`config.mk`:
```
export PLATFORM = sky130hd
export DESIGN_NAME = tcm_ctrl
export DESIGN_NICKNAME = d
export VERILOG_FILES = /design/src/tcm_ctrl.v
export VERILOG_INCLUDE_DIRS = /design/src
export SDC_FILE = /design/constraint.sdc
export NUM_CORES = 1
export LEC_CHECK = 0
export BUFFER_PORTS_ARGS = -buffer_cell sky130_fd_sc_hd__buf_4
export CAP_MARGIN = 15
export CORE_MARGIN = 4
export CORE_UTILIZATION = 40
export CTS_CLUSTER_DIAMETER = 150
export CTS_CLUSTER_SIZE = 25
export DETAILED_ROUTE_END_ITERATION = 8
export PLACE_DENSITY_LB_ADDON = 0.25
export SLEW_MARGIN = 15
export SYNTH_ARGS = -nofsm -noshare
export SYNTH_HDL_FRONTEND = slang
export SYNTH_SLANG_ARGS = --single-unit
```
`constraint.sdc`:
```
create_clock -name hclk -period 8.09 [get_ports hclk]
set_input_delay 0.4045 -clock hclk [delete_from_list [all_inputs] [get_ports hclk]]
set_output_delay 0.4045 -clock hclk [all_outputs]
set_load 0.02 [all_outputs]
```
`src/tcm_defines.vh`:
```
`ifndef TCM_DEFINES_VH
`define TCM_DEFINES_VH
// ----------------------------------------
// register byte offsets
// ----------------------------------------
`define TCM_OFS_CTRL   8'h00
`define TCM_OFS_DELAY  8'h04
`define TCM_OFS_PRESET 8'h08
`define TCM_OFS_CMD    8'h0C
`define TCM_OFS_STATUS 8'h10
`define TCM_OFS_TC     8'h14
// ----------------------------------------
// control fields and reset values
// ----------------------------------------
`define TCM_CTRL_MODE_LSB 0
`define TCM_CTRL_RATE_LSB 4
`define TCM_CTRL_MUTE     8
`define TCM_CTRL_CLKLOCK  9
`define TCM_CTRL_HOLD     10
`define TCM_CTRL_RST      11'h000
`define TCM_DELAY_RST     7'h00
`define TCM_DELAY_MAX     7'h50
`define TCM_CMD_PRESET    0
`define TCM_CMD_RELOAD    1
// ----------------------------------------
// modes
// ----------------------------------------
`define TCM_MODE_OFF   3'h0
`define TCM_MODE_FREE  3'h1
`define TCM_MODE_RECG  3'h2
`define TCM_MODE_CAL   3'h3
`define TCM_MODE_CHASE 3'h4
`define TCM_MODE_AUTO  3'h5
// ----------------------------------------
// frame rates
// ----------------------------------------
`define TCM_RATE_23976 3'h0
`define TCM_RATE_24    3'h1
`define TCM_RATE_25    3'h2
`define TCM_RATE_2997  3'h3
`define TCM_RATE_2997D 3'h4
`define TCM_RATE_30    3'h5
`define TCM_RATE_30D   3'h6
// ----------------------------------------
// timecode word layout
// ----------------------------------------
`define TCM_FF_LSB 0
`define TCM_SS_LSB 5
`define TCM_MM_LSB 11
`define TCM_HH_LSB 17
// ----------------------------------------
// timing
// ----------------------------------------
`define TCM_CLK_NS    10
`define TCM_TENTH_NS  100000000
`define TCM_ACC_MOD   (38'h5F5E100 * 38'h3E9)
`define TCM_MUL_INT   38'h3E9
`define TCM_MUL_PULL  38'h3E8
`define TCM_LOSS_TICKS 2'h2
`endif

```
`src/tcm_ctrl.v`:
```
// Notes on behaviour
// timecode enters and leaves as decoded SMPTE frame words on code ports.
// off mode: no code embedded in recordings and none driven out.
// free run: counter always advances, code driven out except when idle mute holds it off.
// free run and record run accept preset load and reload.
// record run: counter advances only while recording, holds otherwise.
// entering record run freezes the counter at its last value.
// calendar mode runs always, loads from clock at start, change, entry.
// chase modes: counter follows the received code value.
// chase auto record: recording begins once valid external code appears.
// chase auto record: recording ends when external code ceases.
// idle mute on: no code driven out while recording is stopped.
// idle mute on: code still driven while recording or playback paused.
// idle mute unavailable in off and both chase modes.
// clock lock on: audio sample clock derived from incoming code.
// clock lock with no external code: fall back to internal audio clock.
// holdover on in chase: generate code while external code absent.
// clock lock and holdover unavailable outside chase modes.
// generator drift stays below half a frame per day.
// rates 23.976, 24, 25, 29.97, 30 non-drop and 29.97, 30 drop.
// auto record waits a set delay, 0 to 8 s, after code appears.
// counter holds hh:mm:ss:ff, frames wrap at rate and carry.
// code lost after one full frame period with no valid frame.
`include "tcm_defines.vh"
`default_nettype none
module tcm_ctrl #(
	parameter TENTH_CYC = `TCM_TENTH_NS / `TCM_CLK_NS
) (
	input  wire        hclk,
	input  wire        hresetn,
	input  wire        hsel,
	input  wire [31:0] haddr,
	input  wire [1:0]  htrans,
	input  wire        hwrite,
	input  wire [2:0]  hsize,
	input  wire [31:0] hwdata,
	input  wire        hready,
	output reg  [31:0] hrdata,
	output wire        hreadyout,
	output wire        hresp,
	input  wire        ext_valid,
	input  wire [21:0] ext_tc,
	input  wire [21:0] rtc_tc,
	input  wire        rtc_changed,
	input  wire        rec_running,
	input  wire        rec_paused,
	output reg  [21:0] tc_out,
	output reg         tc_out_en,
	output reg         tc_frame,
	output reg         tc_embed,
	output reg         auto_rec,
	output reg         audio_clk_ext
);
	// ----------------------------------------
	// functions
	// ----------------------------------------
	function [4:0] rate_fps;
		input [2:0] r;
		begin
			case (r)
				`TCM_RATE_23976: rate_fps = 5'h18;
				`TCM_RATE_24:    rate_fps = 5'h18;
				`TCM_RATE_25:    rate_fps = 5'h19;
				default:         rate_fps = 5'h1E;
			endcase
		end
	endfunction

	function is_chase;
		input [2:0] m;
		begin
			is_chase = (m == `TCM_MODE_CHASE) || (m == `TCM_MODE_AUTO);
		end
	endfunction

	// one frame step with carry; drop modes skip frames 0 and 1 each
	// minute except every tenth
	function [21:0] tc_adv;
		input [21:0] t;
		input [4:0]  fps;
		input        dr;
		reg   [4:0]  ff;
		reg   [5:0]  ss;
		reg   [5:0]  mm;
		reg   [4:0]  hh;
		begin
			ff = t[`TCM_SS_LSB-1:`TCM_FF_LSB];
			ss = t[`TCM_MM_LSB-1:`TCM_SS_LSB];
			mm = t[`TCM_HH_LSB-1:`TCM_MM_LSB];
			hh = t[21:`TCM_HH_LSB];
			if (ff >= fps - 5'h01)
			begin
				ff = 5'h00;
				if (ss >= 6'h3B)
				begin
					ss = 6'h00;
					if (mm >= 6'h3B)
					begin
						mm = 6'h00;
						hh = (hh >= 5'h17) ? 5'h00 : hh + 5'h01;
					end
					else
						mm = mm + 6'h01;
					if (dr && (mm % 6'h0A != 6'h00))
						ff = 5'h02;
				end
				else
					ss = ss + 6'h01;
			end
			else
				ff = ff + 5'h01;
			tc_adv = {hh, mm, ss, ff};
		end
	endfunction

	// ----------------------------------------
	// bus slave
	// ----------------------------------------
	reg  [10:0] ctrl;
	reg  [6:0]  delay;
	reg  [21:0] preset;
	reg  [7:0]  wr_addr;
	reg         wr_pend;
	wire        take = hsel && htrans[1] && hready;
	wire        wr_now = wr_pend;
	wire        cmd_wr = wr_now && (wr_addr == `TCM_OFS_CMD);
	wire        do_preset = cmd_wr && hwdata[`TCM_CMD_PRESET];
	wire        do_reload = cmd_wr && hwdata[`TCM_CMD_RELOAD];
	wire [7:0]  stat;

	assign hreadyout = 1'b1;
	assign hresp = 1'b0;

	always @(posedge hclk or negedge hresetn)
	begin
		if (!hresetn)
		begin
			wr_pend <= 1'b0;
			wr_addr <= 8'h00;
			ctrl <= `TCM_CTRL_RST;
			delay <= `TCM_DELAY_RST;
			preset <= 22'h000000;
			hrdata <= 32'h00000000;
		end
		else
		begin
			wr_pend <= take && hwrite;
			if (take)
				wr_addr <= haddr[7:0];
			if (wr_now && wr_addr == `TCM_OFS_CTRL)
				ctrl <= hwdata[10:0];
			if (wr_now && wr_addr == `TCM_OFS_DELAY)
				delay <= (hwdata[6:0] > `TCM_DELAY_MAX) ? `TCM_DELAY_MAX : hwdata[6:0];
			if (wr_now && wr_addr == `TCM_OFS_PRESET)
				preset <= hwdata[21:0];
			if (take && !hwrite)
			begin
				case (haddr[31:0])
					{24'h000000, `TCM_OFS_CTRL}:   hrdata <= {21'h000000, ctrl};
					{24'h000000, `TCM_OFS_DELAY}:  hrdata <= {25'h0000000, delay};
					{24'h000000, `TCM_OFS_PRESET}: hrdata <= {10'h000, preset};
					{24'h000000, `TCM_OFS_STATUS}: hrdata <= {24'h000000, stat};
					{24'h000000, `TCM_OFS_TC}:     hrdata <= {10'h000, tc_out};
					default:                       hrdata <= 32'h00000000;
				endcase
			end
		end
	end

	// ----------------------------------------
	// effective settings
	// ----------------------------------------
	wire [2:0] mode = ctrl[`TCM_CTRL_MODE_LSB+2:`TCM_CTRL_MODE_LSB];
	wire [2:0] rate = ctrl[`TCM_CTRL_RATE_LSB+2:`TCM_CTRL_RATE_LSB];
	wire       chase = is_chase(mode);
	wire       mute_ok = ctrl[`TCM_CTRL_MUTE] && !chase && mode != `TCM_MODE_OFF;
	wire       lock_ok = ctrl[`TCM_CTRL_CLKLOCK] && chase;
	wire       hold_ok = ctrl[`TCM_CTRL_HOLD] && chase;
	wire [4:0] fps = rate_fps(rate);
	wire       dropf = (rate == `TCM_RATE_2997D) || (rate == `TCM_RATE_30D);
	wire       pull = (rate == `TCM_RATE_23976) || (rate == `TCM_RATE_2997)
		|| (rate == `TCM_RATE_2997D);

	// ----------------------------------------
	// frame rate generator
	// ----------------------------------------
	// exact rational step per clock, so the generator has no long-term drift
	reg  [37:0] acc;
	wire [37:0] inc = {33'h000000000, fps} * (pull ? `TCM_MUL_PULL : `TCM_MUL_INT);
	wire [37:0] acc_sum = acc + inc;
	wire        tick = acc_sum >= `TCM_ACC_MOD;

	always @(posedge hclk or negedge hresetn)
	begin
		if (!hresetn)
			acc <= 38'h0000000000;
		else
			acc <= tick ? acc_sum - `TCM_ACC_MOD : acc_sum;
	end

	// ----------------------------------------
	// external code presence
	// ----------------------------------------
	reg  [1:0] loss_cnt;
	reg        ext_present;
	reg  [21:0] ext_last;

	always @(posedge hclk or negedge hresetn)
	begin
		if (!hresetn)
		begin
			loss_cnt <= 2'h0;
			ext_present <= 1'b0;
			ext_last <= 22'h000000;
		end
		else if (ext_valid)
		begin
			loss_cnt <= 2'h0;
			ext_present <= 1'b1;
			ext_last <= ext_tc;
		end
		else if (tick)
		begin
			// two ticks always span at least one whole frame period
			if (loss_cnt == `TCM_LOSS_TICKS - 2'h1)
				ext_present <= 1'b0;
			if (loss_cnt != `TCM_LOSS_TICKS)
				loss_cnt <= loss_cnt + 2'h1;
		end
	end

	// ----------------------------------------
	// auto record sequencer
	// ----------------------------------------
	localparam AR_IDLE = 3'b001;
	localparam AR_WAIT = 3'b010;
	localparam AR_REC  = 3'b100;
	reg [2:0]  ar_st;
	reg [6:0]  ar_tenths;
	reg [26:0] ar_cyc;
	wire       tenth_done = ar_cyc == TENTH_CYC - 1;

	always @(posedge hclk or negedge hresetn)
	begin
		if (!hresetn)
		begin
			ar_st <= AR_IDLE;
			ar_tenths <= 7'h00;
			ar_cyc <= 27'h0000000;
			auto_rec <= 1'b0;
		end
		else if (mode != `TCM_MODE_AUTO)
		begin
			ar_st <= AR_IDLE;
			auto_rec <= 1'b0;
		end
		else
		begin
			case (ar_st)
				AR_IDLE:
				begin
					ar_tenths <= 7'h00;
					ar_cyc <= 27'h0000000;
					if (ext_present)
						ar_st <= AR_WAIT;
				end
				AR_WAIT:
				begin
					if (!ext_present)
						ar_st <= AR_IDLE;
					else if (ar_tenths >= delay)
					begin
						ar_st <= AR_REC;
						auto_rec <= 1'b1;
					end
					else if (tenth_done)
					begin
						ar_cyc <= 27'h0000000;
						ar_tenths <= ar_tenths + 7'h01;
					end
					else
						ar_cyc <= ar_cyc + 27'h0000001;
				end
				AR_REC:
				begin
					if (!ext_present)
					begin
						ar_st <= AR_IDLE;
						auto_rec <= 1'b0;
					end
				end
				default: ar_st <= AR_IDLE;
			endcase
		end
	end

	// ----------------------------------------
	// timecode counter
	// ----------------------------------------
	reg  [2:0]  mode_q;
	reg         boot;
	reg  [21:0] next_tc;
	reg         next_frame;
	wire        recording = rec_running || auto_rec;
	wire        cal_entry = mode == `TCM_MODE_CAL && mode_q != `TCM_MODE_CAL;
	wire        manual_ok = mode == `TCM_MODE_FREE || mode == `TCM_MODE_RECG;

	always @*
	begin
		next_tc = tc_out;
		next_frame = 1'b0;
		case (mode)
			`TCM_MODE_FREE, `TCM_MODE_RECG:
			begin
				if (do_preset)
					next_tc = preset;
				else if (do_reload)
					next_tc = ext_last;
				else if (tick && (mode == `TCM_MODE_FREE || recording))
				begin
					next_tc = tc_adv(tc_out, fps, dropf);
					next_frame = 1'b1;
				end
			end
			`TCM_MODE_CAL:
			begin
				if (boot || rtc_changed || cal_entry)
					next_tc = rtc_tc;
				else if (tick)
				begin
					next_tc = tc_adv(tc_out, fps, dropf);
					next_frame = 1'b1;
				end
			end
			`TCM_MODE_CHASE, `TCM_MODE_AUTO:
			begin
				if (ext_valid)
				begin
					next_tc = ext_tc;
					next_frame = 1'b1;
				end
				else if (!ext_present && hold_ok && tick)
				begin
					next_tc = tc_adv(tc_out, fps, dropf);
					next_frame = 1'b1;
				end
			end
			default: next_tc = tc_out;
		endcase
	end

	always @(posedge hclk or negedge hresetn)
	begin
		if (!hresetn)
		begin
			tc_out <= 22'h000000;
			tc_frame <= 1'b0;
			mode_q <= `TCM_MODE_OFF;
			boot <= 1'b1;
		end
		else
		begin
			tc_out <= next_tc;
			tc_frame <= next_frame;
			mode_q <= mode;
			if (mode == `TCM_MODE_CAL)
				boot <= 1'b0;
		end
	end

	// ----------------------------------------
	// output gating and audio clock
	// ----------------------------------------
	reg next_en;

	always @*
	begin
		case (mode)
			`TCM_MODE_OFF:   next_en = 1'b0;
			`TCM_MODE_CHASE,
			`TCM_MODE_AUTO:  next_en = ext_present || hold_ok;
			default:         next_en = !mute_ok || recording || rec_paused;
		endcase
	end

	always @(posedge hclk or negedge hresetn)
	begin
		if (!hresetn)
		begin
			tc_out_en <= 1'b0;
			tc_embed <= 1'b0;
			audio_clk_ext <= 1'b0;
		end
		else
		begin
			tc_out_en <= next_en;
			tc_embed <= mode != `TCM_MODE_OFF;
			// without code the audio clock stays internal for continuity
			audio_clk_ext <= lock_ok && ext_present;
		end
	end

	assign stat = {2'h0, manual_ok, recording, audio_clk_ext, tc_out_en, auto_rec, ext_present};
endmodule
`default_nettype wire

```
Word level (Yosys, flattened, before mapping)
Cells that the tools add are included.
{"block": "totals", "in_bits": 122, "regBits": 212, "word_cells": 230, "output_inout_bits": 61}
{"block": "op_classes", "reduce_logical": 63, "order_cmp": 7, "add_sub_neg": 10, "n_eq_ne": 42, "n_mux": 81, "div_mod_pow": 3, "n_mul": 1, "bitwise": 1}
{"cell": "22-bit two-way mux", "n": 7}
{"cell": "6-bit two-way mux", "n": 21}
{"cell": "22-bit case mux with 5 select lines", "n": 1}
{"cell": "27-bit two-way mux", "n": 3}
{"cell": "22-bit case mux with 3 select lines", "n": 1}
{"cell": "32-bit by 5-bit equality test with 1-bit output (second input constant)", "n": 2}
{"cell": "27-bit case mux with 2 select lines", "n": 1}
{"cell": "38-bit by 15-bit adder with 38-bit output", "n": 1}
{"cell": "38-bit by 37-bit >= comparator with 1-bit output (second input constant)", "n": 1}
{"cell": "38-bit two-way mux", "n": 1}
{"cell": "38-bit by 37-bit subtractor with 38-bit output (second input constant)", "n": 1}
{"cell": "5-bit two-way mux", "n": 7}
{"cell": "32-bit by 3-bit equality test with 1-bit output (second input constant)", "n": 1}
{"cell": "32-bit by 4-bit equality test with 1-bit output (second input constant)", "n": 1}
{"cell": "32-bit logical NOT", "n": 1}
{"cell": "7-bit two-way mux", "n": 4}
{"cell": "27-bit by 1-bit adder with 27-bit output (second input constant)", "n": 1}
{"cell": "27-bit by 24-bit equality test with 1-bit output (second input constant)", "n": 1}
{"cell": "3-bit inequality test (second input constant)", "n": 8}
{"cell": "1-bit logical AND", "n": 22}
{"cell": "6-bit by 4-bit remainder unit with 6-bit output (second input constant)", "n": 3}
{"cell": "2-bit two-way mux", "n": 9}
{"cell": "6-bit nonzero test", "n": 3}
{"cell": "8-bit by 4-bit equality test with 1-bit output (second input constant)", "n": 2}
{"cell": "40 further kinds", "n": 105}

Longest topological paths before layout
Gate-level depths: netlist of the first run.
{"block": "logic_depth", "depth_word": 22, "mapped_depth": 26, "mapped_depth_nobuf": 25}

Worst setup path before layout of the first run
No wires, ideal clock.
{"block": "synth_path", "path_type": "reg-to-reg", "startpoint": "register ctrl[6]", "endpoint": "register tc_out[16]", "required_time_ns": 7.965, "arrival_time_ns": 5.669, "setup_ns": 0.125, "path_stages_with_launch": 22, "synth_period_minus_slack_ns": 5.794, "path_buffers": 0, "setup_slack_ns": 2.296, "cell_sequence": "dfrtp_1 > nor2b_1 > nor2b_1 > nor2_1 > ha_1 > ha_1 > fa_1 > ha_1 > o21ai_0 > o21ai_0 > a21boi_1 > xor2_1 > ha_1 > a21bo_2 > a221oi_2 > o21bai_1 > a221o_2 > a31o_2 > a22o_4 > nand3_4 > a21oi_4 > mux2_4"}
{"block": "synth_via", "elab_chain_cells": 10, "elab_cells_between_ends": 24, "cone_classes": "2 x add/sub; 1 x mul; 2 x order compare; 10 x eq/ne; 2 x mux; 7 x reduce/logical"}
{"item": "start, declared", "line_no": "tcm_ctrl.v:119", "rtl": "reg [10:0] ctrl;"}
{"item": "start signal, assigned", "line_no": "tcm_ctrl.v:140", "rtl": "ctrl <= `TCM_CTRL_RST;"}
{"item": "start signal, assigned", "line_no": "tcm_ctrl.v:151", "rtl": "ctrl <= hwdata[10:0];"}
{"item": "branches (longest 9 deep; another with 38-bit by 15-bit adder with 38-bit output)"}
{"item": "10-bit AND reduction (no source line) *"}
{"item": "end signal, assigned", "line_no": "tcm_ctrl.v:363", "rtl": "tc_out <= next_tc;"}
{"item": "end, declared", "line_no": "tcm_ctrl.v:47", "rtl": "output reg [21:0] tc_out,"}
Mark *: on every way between the ends.
A chain may end at the register's enable or synchronous reset.

Worst setup path after layout of the first run
{"block": "layout_path", "startpoint": "register ctrl[5]", "endpoint": "register acc[26]"}
{"block": "layout_via", "elab_chain_cells": 8, "elab_cells_between_ends": 15, "cone_classes": "2 x add/sub; 1 x mul; 1 x order compare; 4 x eq/ne; 3 x mux; 4 x reduce/logical"}
{"item": "branches (longest 4 deep; another with 3-bit by 1-bit equality test with 1-bit output)"}
{"item": "5-bit by 10-bit multiplier with 15-bit output *", "line_no": "tcm_ctrl.v:189", "rtl": "wire [37:0] inc = {33'h000000000, fps} * (pull ? `TCM_MUL_PULL : `TCM_MUL_INT);"}
{"item": "38-bit by 15-bit adder with 38-bit output *", "line_no": "tcm_ctrl.v:190", "rtl": "wire [37:0] acc_sum = acc + inc;"}
{"item": "38-bit by 37-bit subtractor with 38-bit output (no source line) or 38-bit by 37-bit >= comparator with 1-bit output (tied branches)"}
{"item": "38-bit two-way mux *", "line_no": "tcm_ctrl.v:198", "rtl": "acc <= tick ? acc_sum - `TCM_ACC_MOD : acc_sum;"}
{"item": "end signal, assigned", "line_no": "tcm_ctrl.v:198"}
{"item": "end, declared", "line_no": "tcm_ctrl.v:188", "rtl": "reg [37:0] acc;"}
Marked as above.

==> metrics.log, run 1 <==
[metrics] share of flip-flops with an asynchronous set or reset: 1.00
[metrics] number of distinct library cell variants in the gate-level netlist after synthesis: 90
[metrics] non-filler instance count after layout: 1,988
[metrics] dominant combinational cell family by area after synthesis: compound AO/OA/AOI/OAI gates
[metrics] R2R Setup Slk: 1.20 ns
[metrics] deepest clock path buffer count: 3
[metrics] Placed Instance Area: 14,600 um2
[metrics] Rel. slew slack: 0.281
[metrics] final clock period utilization by the worst path: 0.852
[metrics] number of endpoints with negative hold slack in the final report: 0
[metrics] leakage power: 0.00668 uW
[metrics] pin count of the biggest net entering global routing: 73
[metrics] fraction of met3 tracks used by global routing: 0.0275
[metrics] CP Capture Type: flop
[metrics] buffer type at the clock tree root: clkbuf_16
[metrics] synthesis-to-finish area growth: 14.4%
[metrics] global routing met1 resource utilization: 0.284
[metrics] Crit Path Max Fanout: 15
[metrics] adder and majority cell fraction of the synthesized area: 0.0642
[metrics] Clock H-tree levels: 1
[metrics] outcome: completed
[metrics] die area: 35,700 um2
[metrics] Core Util, Final: 0.462
[metrics] mux contribution to synthesized area: 0.0718
[metrics] Mapped Area: 13,100 um2
[metrics] Clock Latency Late Sink: 0.50 ns
[metrics] synthesized-area fraction occupied by and/or/nand/nor cells: 0.177
[metrics] post-route design area: 15,000 um2
[metrics] GPL Wtd Cong: 0.877
[metrics] Worst path slowest cell: nor2_1
[metrics] Seq/Total Area, Yosys: 0.386
[metrics] routed vias: 11,300
[metrics] commonest register cell after synthesis: dfrtp_1
[metrics] number of enable-type register cells in the synthesized netlist: 0
[metrics] arrival time reported for the critical path endpoint: 7.26 ns
[metrics] xor/xnor cell area share of the yosys netlist: 0.0555
[metrics] number of buffers created by CTS: 12
[metrics] IO Count: 183
[metrics] Most Used Layer, Global Route: met2
[metrics] fraction of final layout cells with drive strength greater than 1: 0.190
[metrics] count of clock tree sinks: 202
[metrics] Most Frequent Cell on Critical Path: ha_1
[metrics] number of remaining DRC errors: 0
[metrics] post-layout min period: 6.89 ns
[metrics] routed len/inst: 18.5 um
[metrics] # port buffers: 156
[metrics] number of antenna violations at the first check in global routing: 0
[metrics] ordered cell list for the critical path: nor2b_1 -> nor2b_1 -> nor2_1 -> ha_1 -> ha_1 -> fa_1 -> ha_1 -> o21ai_0 -> o21ai_0 -> a21boi_1 -> xor2_1 -> ha_1 -> a21bo_2 -> a221oi_2 -> o21bai_1 -> a221o_2 -> a31o_2 -> a22oi_2 -> buf_4 -> nor3b_1 -> xnor2_1
[metrics] Final Max Tran Viols: 0
[metrics] Chip Height: 189 um
[metrics] critical path start-end classification: reg -> reg
[metrics] row count: 66
[metrics] clock slew at the register clock pins of the worst setup and hold paths: 0.12 ns
[metrics] Compound-Gate Fraction of Synth Area: 0.201
[metrics] Critical Path RT: 8.46 ns
[metrics] global-route wire length before repair: 58.6 mm
[metrics] GR Util All Layers: 0.198
[metrics] post-route total power: 4310 uW
[metrics] kind of launch point of the worst setup path: flop
[metrics] TritonCTS clock tree: built
[metrics] Max Fclk: 0.145 GHz
[metrics] DRC violation total after the first TritonRoute iteration: 690
[metrics] Setup Fix Bufs, Post-CTS: 0
[metrics] Crit path largest cell delay: 0.49 ns
[metrics] aggregate negative setup slack: 0 ns
[metrics] final net count: 1,728
[metrics] number of placed instances, taps included: 1,971
[metrics] syn_area_per_cell: 9.17 um2
[metrics] number of endpoints failing setup at the final stage: 0
[metrics] total routed wirelength: 36.8 mm
[metrics] worst min-delay path class: in -> reg
[metrics] Core ar.: 32,500 um2
[metrics] setup skew after layout: 0.0351 ns
[metrics] worst ir drop on vdd: 0.155 mV
[metrics] Antenna diodes: 0
[metrics] unrepaired setup endpoints after global routing: no
[metrics] GRT met2 Usage: 0.326
[metrics] Antenna Violating Nets Remaining: 0
[metrics] Initial Util: 0.404
[metrics] drt first pass iters: 5
[metrics] half-perimeter wire length of the detailed placement result: 27.1 mm
[metrics] cell area power density: 287 nW/um2
[metrics] post-DR vias/cell: 5.70
[metrics] via count of the first global-routing pass: 10,800
[metrics] max capacitance violation total: 0
[metrics] post-synthesis sequential element count: 202
[metrics] Worst-Margin Slew: 1.08 ns
[metrics] cell count after synthesis: 1,429
[metrics] global-route congestion overflow total: 0
[metrics] die boundary width: 189 um
[metrics] Yosys warning total: 0
final timing paths:
| path | from | endpoint | depth (start not counted) |
|---|---|---|---|
| max in group asynchronous | hresetn | preset[13] | 3 |
| setup / recovery | ctrl[5] | acc[26] | 21 |
| hold / removal | hwdata[14] | preset[14] | 2 |
| min in group asynchronous | hresetn | acc[22] | 2 |
| setup reg to reg | ctrl[5] | acc[26] | 21 |
| hold reg to reg | hrdata[14] | hrdata[14] | 2 |
power by group:
part / total [uW] / internal, uW / switching [uW]
sequential: 1350 / 1160 / 197
clock: 670 / 299 / 371
combinational: 2290 / 937 / 1350
total: 4310 / 2390 / 1920
cells in the mapped netlist (11+ instances only):
| library cell | n | area [um2] |
|---|---|---|
| clkbuf_1 | 53 | 199 |
| nor2b_1 | 12 | 75.1 |
| dfrtp_1 | 200 | 5000 |
| xor2_1 | 42 | 368 |
| ha_1 | 56 | 701 |
| buf_4 | 14 | 105 |
| nor4_1 | 14 | 87.6 |
| mux2_2 | 64 | 721 |
| nand4_1 | 17 | 106 |
| and3_1 | 27 | 169 |
| a21oi_1 | 90 | 450 |
| and2_1 | 17 | 106 |
| nand2b_1 | 14 | 87.6 |
| a32oi_1 | 14 | 123 |
| o211ai_1 | 20 | 150 |
| mux2i_1 | 13 | 130 |
| a21o_1 | 20 | 150 |
| nand2_1 | 121 | 454 |
| buf_2 | 12 | 60.1 |
| inv_1 | 51 | 191 |
| nor3_1 | 26 | 130 |
| o31ai_1 | 11 | 82.6 |
| a31oi_1 | 16 | 100 |
| xnor2_1 | 41 | 359 |
| nand3_1 | 39 | 195 |
| a211oi_1 | 17 | 128 |
| o21ai_0 | 95 | 475 |
| a22oi_1 | 17 | 128 |
| nor2_1 | 128 | 480 |
cells by family after synthesis:
logic type	Yosys count
xor+xnor	83
mux	83
other cells	2
compound gates	394
simple gates	468
buf+inv	133
flops	202
fa+ha+maj	64
through the flow:
| stage | hold slack [ns] | worst slack, ns |
|---|---|---|
| final | 0.133 | 1.20 |
| after global routing | 0.130 | 0.772 |
| after CTS | 0.113 | 1.27 |
| after detailed placement | 0.475 | 1.29 |
| after global placement | 0.466 | 1.41 |
| after floorplan | 0.109 | 2.30 |
layer usage:
layer / share of wire / vias to the layer above
met5: 0 / -
met3: 0.051 / 38
li1: - / 5402
met4: 0.017 / 0
met1: 0.46 / 5625
met2: 0.47 / 269
registers in the layout, summed over array words and instances (netlist names):
| signal | flops |
|---|---|
| audio_clk_ext | 1 |
| wr_now | 1 |
| ext_last | 22 |
| ctrl | 11 |
| ar_tenths | 7 |
| wr_addr | 8 |
| ar_st | 3 |
| auto_rec | 1 |
| ext_present | 1 |
| mode_q | 3 |
| delay | 7 |
| tc_out_en | 1 |
| hrdata | 22 |
| boot | 1 |
| acc | 38 |
| tc_out | 22 |
| preset | 22 |
| loss_cnt | 2 |
| tc_embed | 1 |
| tc_frame | 1 |
| ar_cyc | 27 |
placed cells by master, fill, tap and decap left out, drive strengths merged, types with 7 or more instances in the layout:
cell,Yosys,final
buf,29,171
nor2,129,129
ha,56,56
o21a,9,9
a22oi,18,18
o221ai,9,9
nor2b,12,12
xnor2,41,41
or2,8,8
and3,27,27
nand2,121,121
or3,8,8
a21oi,95,95
conb,2,12
nor4,16,16
nand4,17,17
inv,51,51
nand3,41,41
o211ai,20,20
a32o,7,7
nor3,27,27
mux2,70,70
dfrtp,200,200
a211oi,19,19
o31ai,11,11
mux2i,13,13
clkbuf,53,15
o21ai,99,99
and2,19,19
a32oi,14,14
xor2,42,42
a2111oi,9,9
a31oi,16,16
nand2b,14,14
a21o,20,20
nor3b,7,7
a221oi,8,8
layout make-up:
class                           count  area, um2
Inverter                           51        191
Clock buffer                       14        329
Multi-Input combinational cell   1104       7520
Tap cell                          442        553
Fill cell                        3132      17500
Clock inverter                      2       32.5
Sequential cell                   202       5060
Timing Repair Buffer              173       1310
what timing repair did:
item	CTS	global route
hold buffers	1	0
hold endpoints to repair	64	0
resized for setup	0	0
worst max-delay path: cells and delay by family (launching register included):
| kind | cells | cell delay (ns) |
|---|---|---|
| compound gates | 9 | 2.85 |
| fa+ha+maj | 5 | 1.74 |
| simple gates | 4 | 0.89 |
| xor+xnor | 2 | 0.51 |
| flops | 1 | 0.43 |
| buf+inv | 1 | 0.35 |
(Power assumes the default switching activity.)
==> run 2: changes to the inputs <==
clock period = 7.7 ns   (was 8.09 ns; I/O delays follow)
==> run 2 against run 1 <==
Compared with the run above:
- the run now ends with negative hold slack left
- highest routed layer unchanged
- largest cell class unchanged
- maximum frequency rose by 3.0%
- combinational power grew 6%
- sequential share of layout area is essentially flat
- first-iteration DRC count shrank 1.0%
- setup slack worse by 0.19 ns
- critical path type unchanged
- largest power group unchanged
==> metrics.log, run 2 (same netlist as run 1, synthesis figures left out) <==
[metrics] number of antenna violations at the first check in global routing: 1
[metrics] number of cells on the critical path: 23
[metrics] failing checks: negative hold slack
[metrics] drt first pass iters: 5
[metrics] number of remaining DRC errors: 0
[metrics] post-route design area: 15,000 um2
[metrics] Chip Height: 189 um
[metrics] DRC violation total after the first TritonRoute iteration: 683
[metrics] Critical Path RT: 8.13 ns
[metrics] Clock Latency Late Sink: 0.49 ns
[metrics] critical path buffer and inverter count: 2
[metrics] register name with the most flops: acc
[metrics] Crit path largest cell delay: 0.50 ns
[metrics] number of buffers created by CTS: 12
[metrics] global-route congestion overflow total: 0
[metrics] CP Launch Point: ctrl[5]
[metrics] count of clock tree sinks: 202
[metrics] most common cell after layout, fill and taps aside: dfrtp_1
[metrics] Rel. slew slack: 0.244
[metrics] pin count of the biggest net entering global routing: 95
[metrics] half-perimeter wire length of the detailed placement result: 27.2 mm
[metrics] Antenna diodes: 0
[metrics] Antenna Violating Nets Remaining: 0
[metrics] Most Frequent Cell on Critical Path: ha_1
[metrics] final net count: 1,728
[metrics] Setup WS post-layout: 1.01 ns
[metrics] fraction of final layout cells with drive strength greater than 1: 0.189
[metrics] crit path to: tc_out[3]
[metrics] Final Max Tran Viols: 0
[metrics] Largest register FFs: 38
[metrics] Core ar.: 32,500 um2
[metrics] Max Fclk: 0.149 GHz
[metrics] aggregate negative setup slack: 0 ns
[metrics] buffer type at the clock tree root: clkbuf_16
[metrics] leakage power: 0.00669 uW
[metrics] number of endpoints failing setup at the final stage: 0
[metrics] routed len/inst: 18.6 um
[metrics] IO Count: 183
[metrics] critical path start-end classification: reg -> reg
[metrics] final clock period utilization by the worst path: 0.869
[metrics] worst ir drop on vdd: 0.214 mV
[metrics] cell area power density: 304 nW/um2
[metrics] ordered cell list for the critical path: nor2b_1 -> nor2b_1 -> nor2_1 -> ha_1 -> ha_1 -> fa_1 -> ha_1 -> o21ai_0 -> o21ai_0 -> a21boi_1 -> xor2_1 -> ha_1 -> a21bo_2 -> a221oi_2 -> o21bai_1 -> a221o_2 -> a31o_2 -> a22oi_2 -> buf_4 -> a21oi_2 -> buf_4 -> o2111ai_1 -> o21a_1
[metrics] largest registers: acc: 38 flops, ar_cyc: 27 flops
[metrics] Crit Path Max Fanout: 32
[metrics] kind of launch point of the worst setup path: flop
[metrics] CP Capture Type: flop
[metrics] reg-to-reg critical path startpoint: ctrl[5]
[metrics] R2R Setup Slk: 1.01 ns
[metrics] outcome: complete, but fails checks
[metrics] number of placed instances, taps included: 1,972
[metrics] worst min-delay path class: in -> async
[metrics] Register Area: 5060 um2
[metrics] unrepaired setup endpoints after global routing: no
[metrics] synthesis-to-finish area growth: 14.5%
[metrics] Setup WS pre-CTS: 1.03 ns
[metrics] Initial Util: 0.404
[metrics] total routed wirelength: 37.0 mm
[metrics] via count of the first global-routing pass: 11,000
[metrics] post-layout min period: 6.69 ns
[metrics] # port buffers: 156
[metrics] fill cell count: 3,133
[metrics] worst hold slack: -0.0458 ns
[metrics] GR Util All Layers: 0.200
[metrics] global-route wire length before repair: 59.2 mm
[metrics] GPL Wtd Cong: 0.870
[metrics] post-DR vias/cell: 5.69
[metrics] clock slew at the register clock pins of the worst setup and hold paths: 0.11 ns
[metrics] Worst-Margin Slew: 1.12 ns
[metrics] top library cells by usage in the layout, fill and taps aside: 200 x dfrtp_1, 172 x buf_4, 127 x nor2_1
[metrics] TritonCTS clock tree: built
[metrics] row count: 66
[metrics] Placed Instance Area: 14,600 um2
[metrics] deepest clock path buffer count: 3
[metrics] arrival time reported for the critical path endpoint: 7.12 ns
[metrics] routed vias: 11,300
[metrics] area of the multi-input gates: 7520 um2
[metrics] logic depth of the worst register-to-register path: 23
[metrics] # resized after CTS: 0
[metrics] Worst path slowest cell: nor2_1
[metrics] die area: 35,700 um2
[metrics] post-route total power: 4570 uW
[metrics] endpoint of the most critical register-to-register path: tc_out[3]
[metrics] die boundary width: 189 um
[metrics] Post-CTS Hold Fix Bufs: 0
[metrics] setup skew after layout: 0.0444 ns
[metrics] max capacitance violation total: 0
[metrics] Setup Fix Bufs, Post-CTS: 0
[metrics] number of endpoints with negative hold slack in the final report: 40
[metrics] CP top delay family: compound AO/OA/AOI/OAI gates
[metrics] non-filler instance count after layout: 1,992
[metrics] Clock H-tree levels: 1
## run 2: cell types whose count changed in the layout (fill, tap and decap cells not counted), sizes merged
cell         change
clkbuf           +5
buf              +1
clkinv           -1
dlygate4sd3      -1
## run 2: worst min path at each step
stage               start          to  slack (ns)  depth (start not counted)
6_report          hresetn     acc[22]       -0.05                          1
5_1_grt           hresetn     acc[21]        0.02                          1
4_1_cts           hresetn     acc[21]       0.002                          1
3_5_place_dp   hrdata[15]  hrdata[15]        0.48                          2
3_3_place_gp   hrdata[20]  hrdata[20]        0.47                          2
2_1_floorplan     hresetn      acc[0]        0.09                          0
## run 2: layout make-up
| cell class | instances | area share |
|---|---|---|
| clock buffers | 19 | 0.0232 |
| clock inverters | 1 | 0.00200 |
| inverters | 51 | 0.0128 |
| multi-input cells | 1104 | 0.501 |
| flip-flops and latches | 202 | 0.337 |
| well taps | 442 | 0.0369 |
| repair buffers | 173 | 0.0870 |
## run 2: layer usage
layer	track usage	up-vias	routed length (um)
li1	-	5408	-
met1	0.290	5593	17200
met2	0.319	301	17000
met3	0.0249	41	1940
met4	0.0496	0	773
met5	0	-	0
## run 2: per-stage QoR
| stage | hold slack [ns] | utilization |
|---|---|---|
| 6_report | -0.0458 | 0.462 |
| 5_1_grt | 0.0205 | 0.462 |
| 4_1_cts | 0.00194 | 0.462 |
| 3_5_place_dp | 0.476 | 0.451 |
| 3_3_place_gp | 0.469 | 0.451 |
| 2_1_floorplan | 0.0894 | - |
## run 2: where the power goes
group	internal, uW	leakage, uW	total, uW	switching [uW]
clock network	324	0.000179	720	396
registers	1210	0.00262	1420	209
logic	989	0.00389	2420	1430
total	2530	0.00669	4570	2040
==> run 3: changes to the inputs <==
CELL_PAD_IN_SITES_DETAIL_PLACEMENT = 0   (was default)
CELL_PAD_IN_SITES_GLOBAL_PLACEMENT = 1   (was default)
REMOVE_ABC_BUFFERS = 1   (was default)
==> run 3 against run 2 <==
Compared with the run above:
- the flow now finishes without violations
- utilization down 0.062 points
- non-clock buffer count down 3
- via count down 1.7%
- sequential share of layout area about the same
- clock-buffer cell count unchanged
==> metrics.log, run 3 (same netlist as run 1, synthesis figures left out) <==
[metrics] routed len/inst: 18.7 um
[metrics] routed vias: 11,100
[metrics] aggregate negative setup slack: 0 ns
[metrics] number of buffers created by CTS: 12
[metrics] CP Launch Point: ctrl[5]
[metrics] GR Util All Layers: 0.201
[metrics] Worst-Margin Slew: 1.17 ns
[metrics] worst hold path endpoint: preset[18]
[metrics] GPL Wtd Cong: 0.827
[metrics] buffer type at the clock tree root: clkbuf_16
[metrics] via count of the first global-routing pass: 10,800
[metrics] R2R Setup Slk: 0.74 ns
[metrics] unrepaired setup endpoints after global routing: no
[metrics] arrival time reported for the critical path endpoint: 7.31 ns
[metrics] kind of launch point of the worst setup path: flop
[metrics] deepest clock path buffer count: 3
[metrics] TritonCTS clock tree: built
[metrics] register name with the most flops: acc
[metrics] most common cell after layout, fill and taps aside: dfrtp_1
[metrics] worst hold slack: 0.132 ns
[metrics] Largest register FFs: 38
[metrics] number of endpoints with negative hold slack in the final report: 0
[metrics] total routed wirelength: 37.1 mm
[metrics] number of endpoints failing setup at the final stage: 0
[metrics] startpoint of the lowest-slack hold path: hwdata[18]
[metrics] die area: 35,700 um2
[metrics] post-route design area: 15,000 um2
[metrics] fraction of final layout cells with drive strength greater than 1: 0.186
[metrics] clock slew at the register clock pins of the worst setup and hold paths: 0.11 ns
[metrics] Worst path slowest cell: a221o_2
[metrics] Setup WS pre-CTS: 0.738 ns
[metrics] global-route wire length before repair: 59.4 mm
[metrics] Critical Path RT: 8.04 ns
[metrics] area of the multi-input gates: 7520 um2
[metrics] number of remaining DRC errors: 0
[metrics] Antenna Violating Nets Remaining: 0
[metrics] Core ar.: 32,500 um2
[metrics] logic depth of the worst register-to-register path: 23
[metrics] worst min-delay path class: in -> reg
[metrics] CP Capture Type: flop
[metrics] pin count of the biggest net entering global routing: 71
[metrics] top library cells by usage in the layout, fill and taps aside: 200 x dfrtp_1, 168 x buf_4, 127 x nor2_1
[metrics] fill cell count: 3,160
[metrics] worst ir drop on vdd: 0.168 mV
[metrics] max capacitance violation total: 0
[metrics] Crit Path Max Fanout: 17
[metrics] CP top delay family: compound AO/OA/AOI/OAI gates
[metrics] global-route congestion overflow total: 0
[metrics] outcome: completed
[metrics] post-layout min period: 6.96 ns
[metrics] critical path buffer and inverter count: 2
[metrics] Placed Instance Area: 14,600 um2
[metrics] largest registers: acc: 38 flops, ar_cyc: 27 flops
[metrics] number of placed instances, taps included: 1,968
[metrics] post-DR vias/cell: 5.60
[metrics] Antenna diodes: 0
[metrics] non-filler instance count after layout: 1,989
[metrics] count of clock tree sinks: 202
[metrics] Max Fclk: 0.144 GHz
[metrics] Clock Latency Late Sink: 0.49 ns
[metrics] ordered cell list for the critical path: nor2b_1 -> nor2b_1 -> buf_4 -> nor2_1 -> ha_1 -> ha_1 -> fa_1 -> ha_1 -> o21ai_0 -> o21ai_0 -> a21boi_1 -> xor2_1 -> ha_1 -> a21bo_2 -> a221oi_2 -> o21bai_1 -> a221o_2 -> a31o_2 -> a22oi_2 -> buf_4 -> nor2_2 -> xnor2_1 -> nor2_1
[metrics] hold path depth: 2
[metrics] final clock period utilization by the worst path: 0.904
[metrics] row count: 66
[metrics] leakage power: 0.00668 uW
[metrics] half-perimeter wire length of the detailed placement result: 26.9 mm
[metrics] setup skew after layout: 0.0388 ns
[metrics] synthesis-to-finish area growth: 14.4%
[metrics] Chip Height: 189 um
[metrics] reg-to-reg critical path startpoint: ctrl[5]
[metrics] number of antenna violations at the first check in global routing: 0
[metrics] final net count: 1,725
[metrics] Initial Util: 0.404
[metrics] die boundary width: 189 um
[metrics] Most Frequent Cell on Critical Path: ha_1
[metrics] IO Count: 183
[metrics] # resized after CTS: 0
[metrics] Register Area: 5060 um2
[metrics] Setup WS post-layout: 0.736 ns
[metrics] DRC violation total after the first TritonRoute iteration: 776
[metrics] Rel. slew slack: 0.215
[metrics] Clock H-tree levels: 1
[metrics] endpoint of the most critical register-to-register path: loss_cnt[0]
[metrics] # port buffers: 156
[metrics] critical path start-end classification: reg -> reg
[metrics] drt first pass iters: 5
[metrics] cell area power density: 303 nW/um2
[metrics] Final Max Tran Viols: 0
[metrics] Crit path largest cell delay: 0.50 ns
==> run 3: final cells by class <==
| cell class | instances | share of cell area |
|---|---|---|
| Clock buffer | 19 | 0.0232 |
| Sequential cell | 202 | 0.338 |
| Multi-Input combinational cell | 1104 | 0.502 |
| Inverter | 51 | 0.0128 |
| Timing Repair Buffer | 170 | 0.0858 |
| Tap cell | 442 | 0.0369 |
| Clock inverter | 1 | 0.00200 |
==> run 3: worst max path at each step <==
stage | endpoint | slack [ns] | cells past startpoint
floorplan | tc_out[2] | 1.34 | 20
global placement | loss_cnt[0] | 0.82 | 23
detailed placement | loss_cnt[1] | 0.74 | 22
CTS | loss_cnt[1] | 0.72 | 22
global route | loss_cnt[0] | 0.34 | 23
finish | loss_cnt[0] | 0.74 | 23
==> run 3: stage by stage <==
| stage | total power, uW | utilization |
|---|---|---|
| 6_report | 4540 | 0.462 |
| 2_1_floorplan | 3150 | - |
| 4_1_cts | 4560 | 0.462 |
| 5_1_grt | 4910 | 0.462 |
| 3_5_place_dp | 3820 | 0.450 |
| 3_3_place_gp | 3800 | 0.450 |
==> run 3: where the power goes <==
group / switching [uW] / leakage [uW] / internal (uW)
logic: 1420 / 0.00388 / 982
clock network: 387 / 0.000179 / 324
registers: 217 / 0.00262 / 1210
==> run 3: worst reg2reg max path, stage by stage, from the launching register on <==
cell,delay (ns)
dfrtp_1,0.45
nor2b_1,0.17
nor2b_1,0.14
buf_4,0.17
nor2_1,0.46
ha_1,0.34
ha_1,0.31
fa_1,0.48
ha_1,0.36
o21ai_0,0.31
o21ai_0,0.21
a21boi_1,0.21
xor2_1,0.40
ha_1,0.23
a21bo_2,0.24
a221oi_2,0.37
o21bai_1,0.22
a221o_2,0.50
a31o_2,0.28
a22oi_2,0.34
buf_4,0.36
nor2_2,0.09
xnor2_1,0.13
nor2_1,0.06
==> run 3: what timing repair did <==
| item | 4_1_cts | 5_1_grt |
|---|---|---|
| hold endpoints to repair | 67 | 0 |
| setup buffers | 0 | 0 |
| hold buffers | 1 | 0 |
| setup endpoints to repair | 0 | 0 |
==> run 3: per-layer routing <==
metal | up-vias | part of all wire | GRT usage
met5 | - | 0 | 0
met3 | 21 | 0.046 | 0.0238
met2 | 216 | 0.46 | 0.321
met4 | 0 | 0.014 | 0.0331
li1 | 5406 | - | -
met1 | 5504 | 0.48 | 0.300
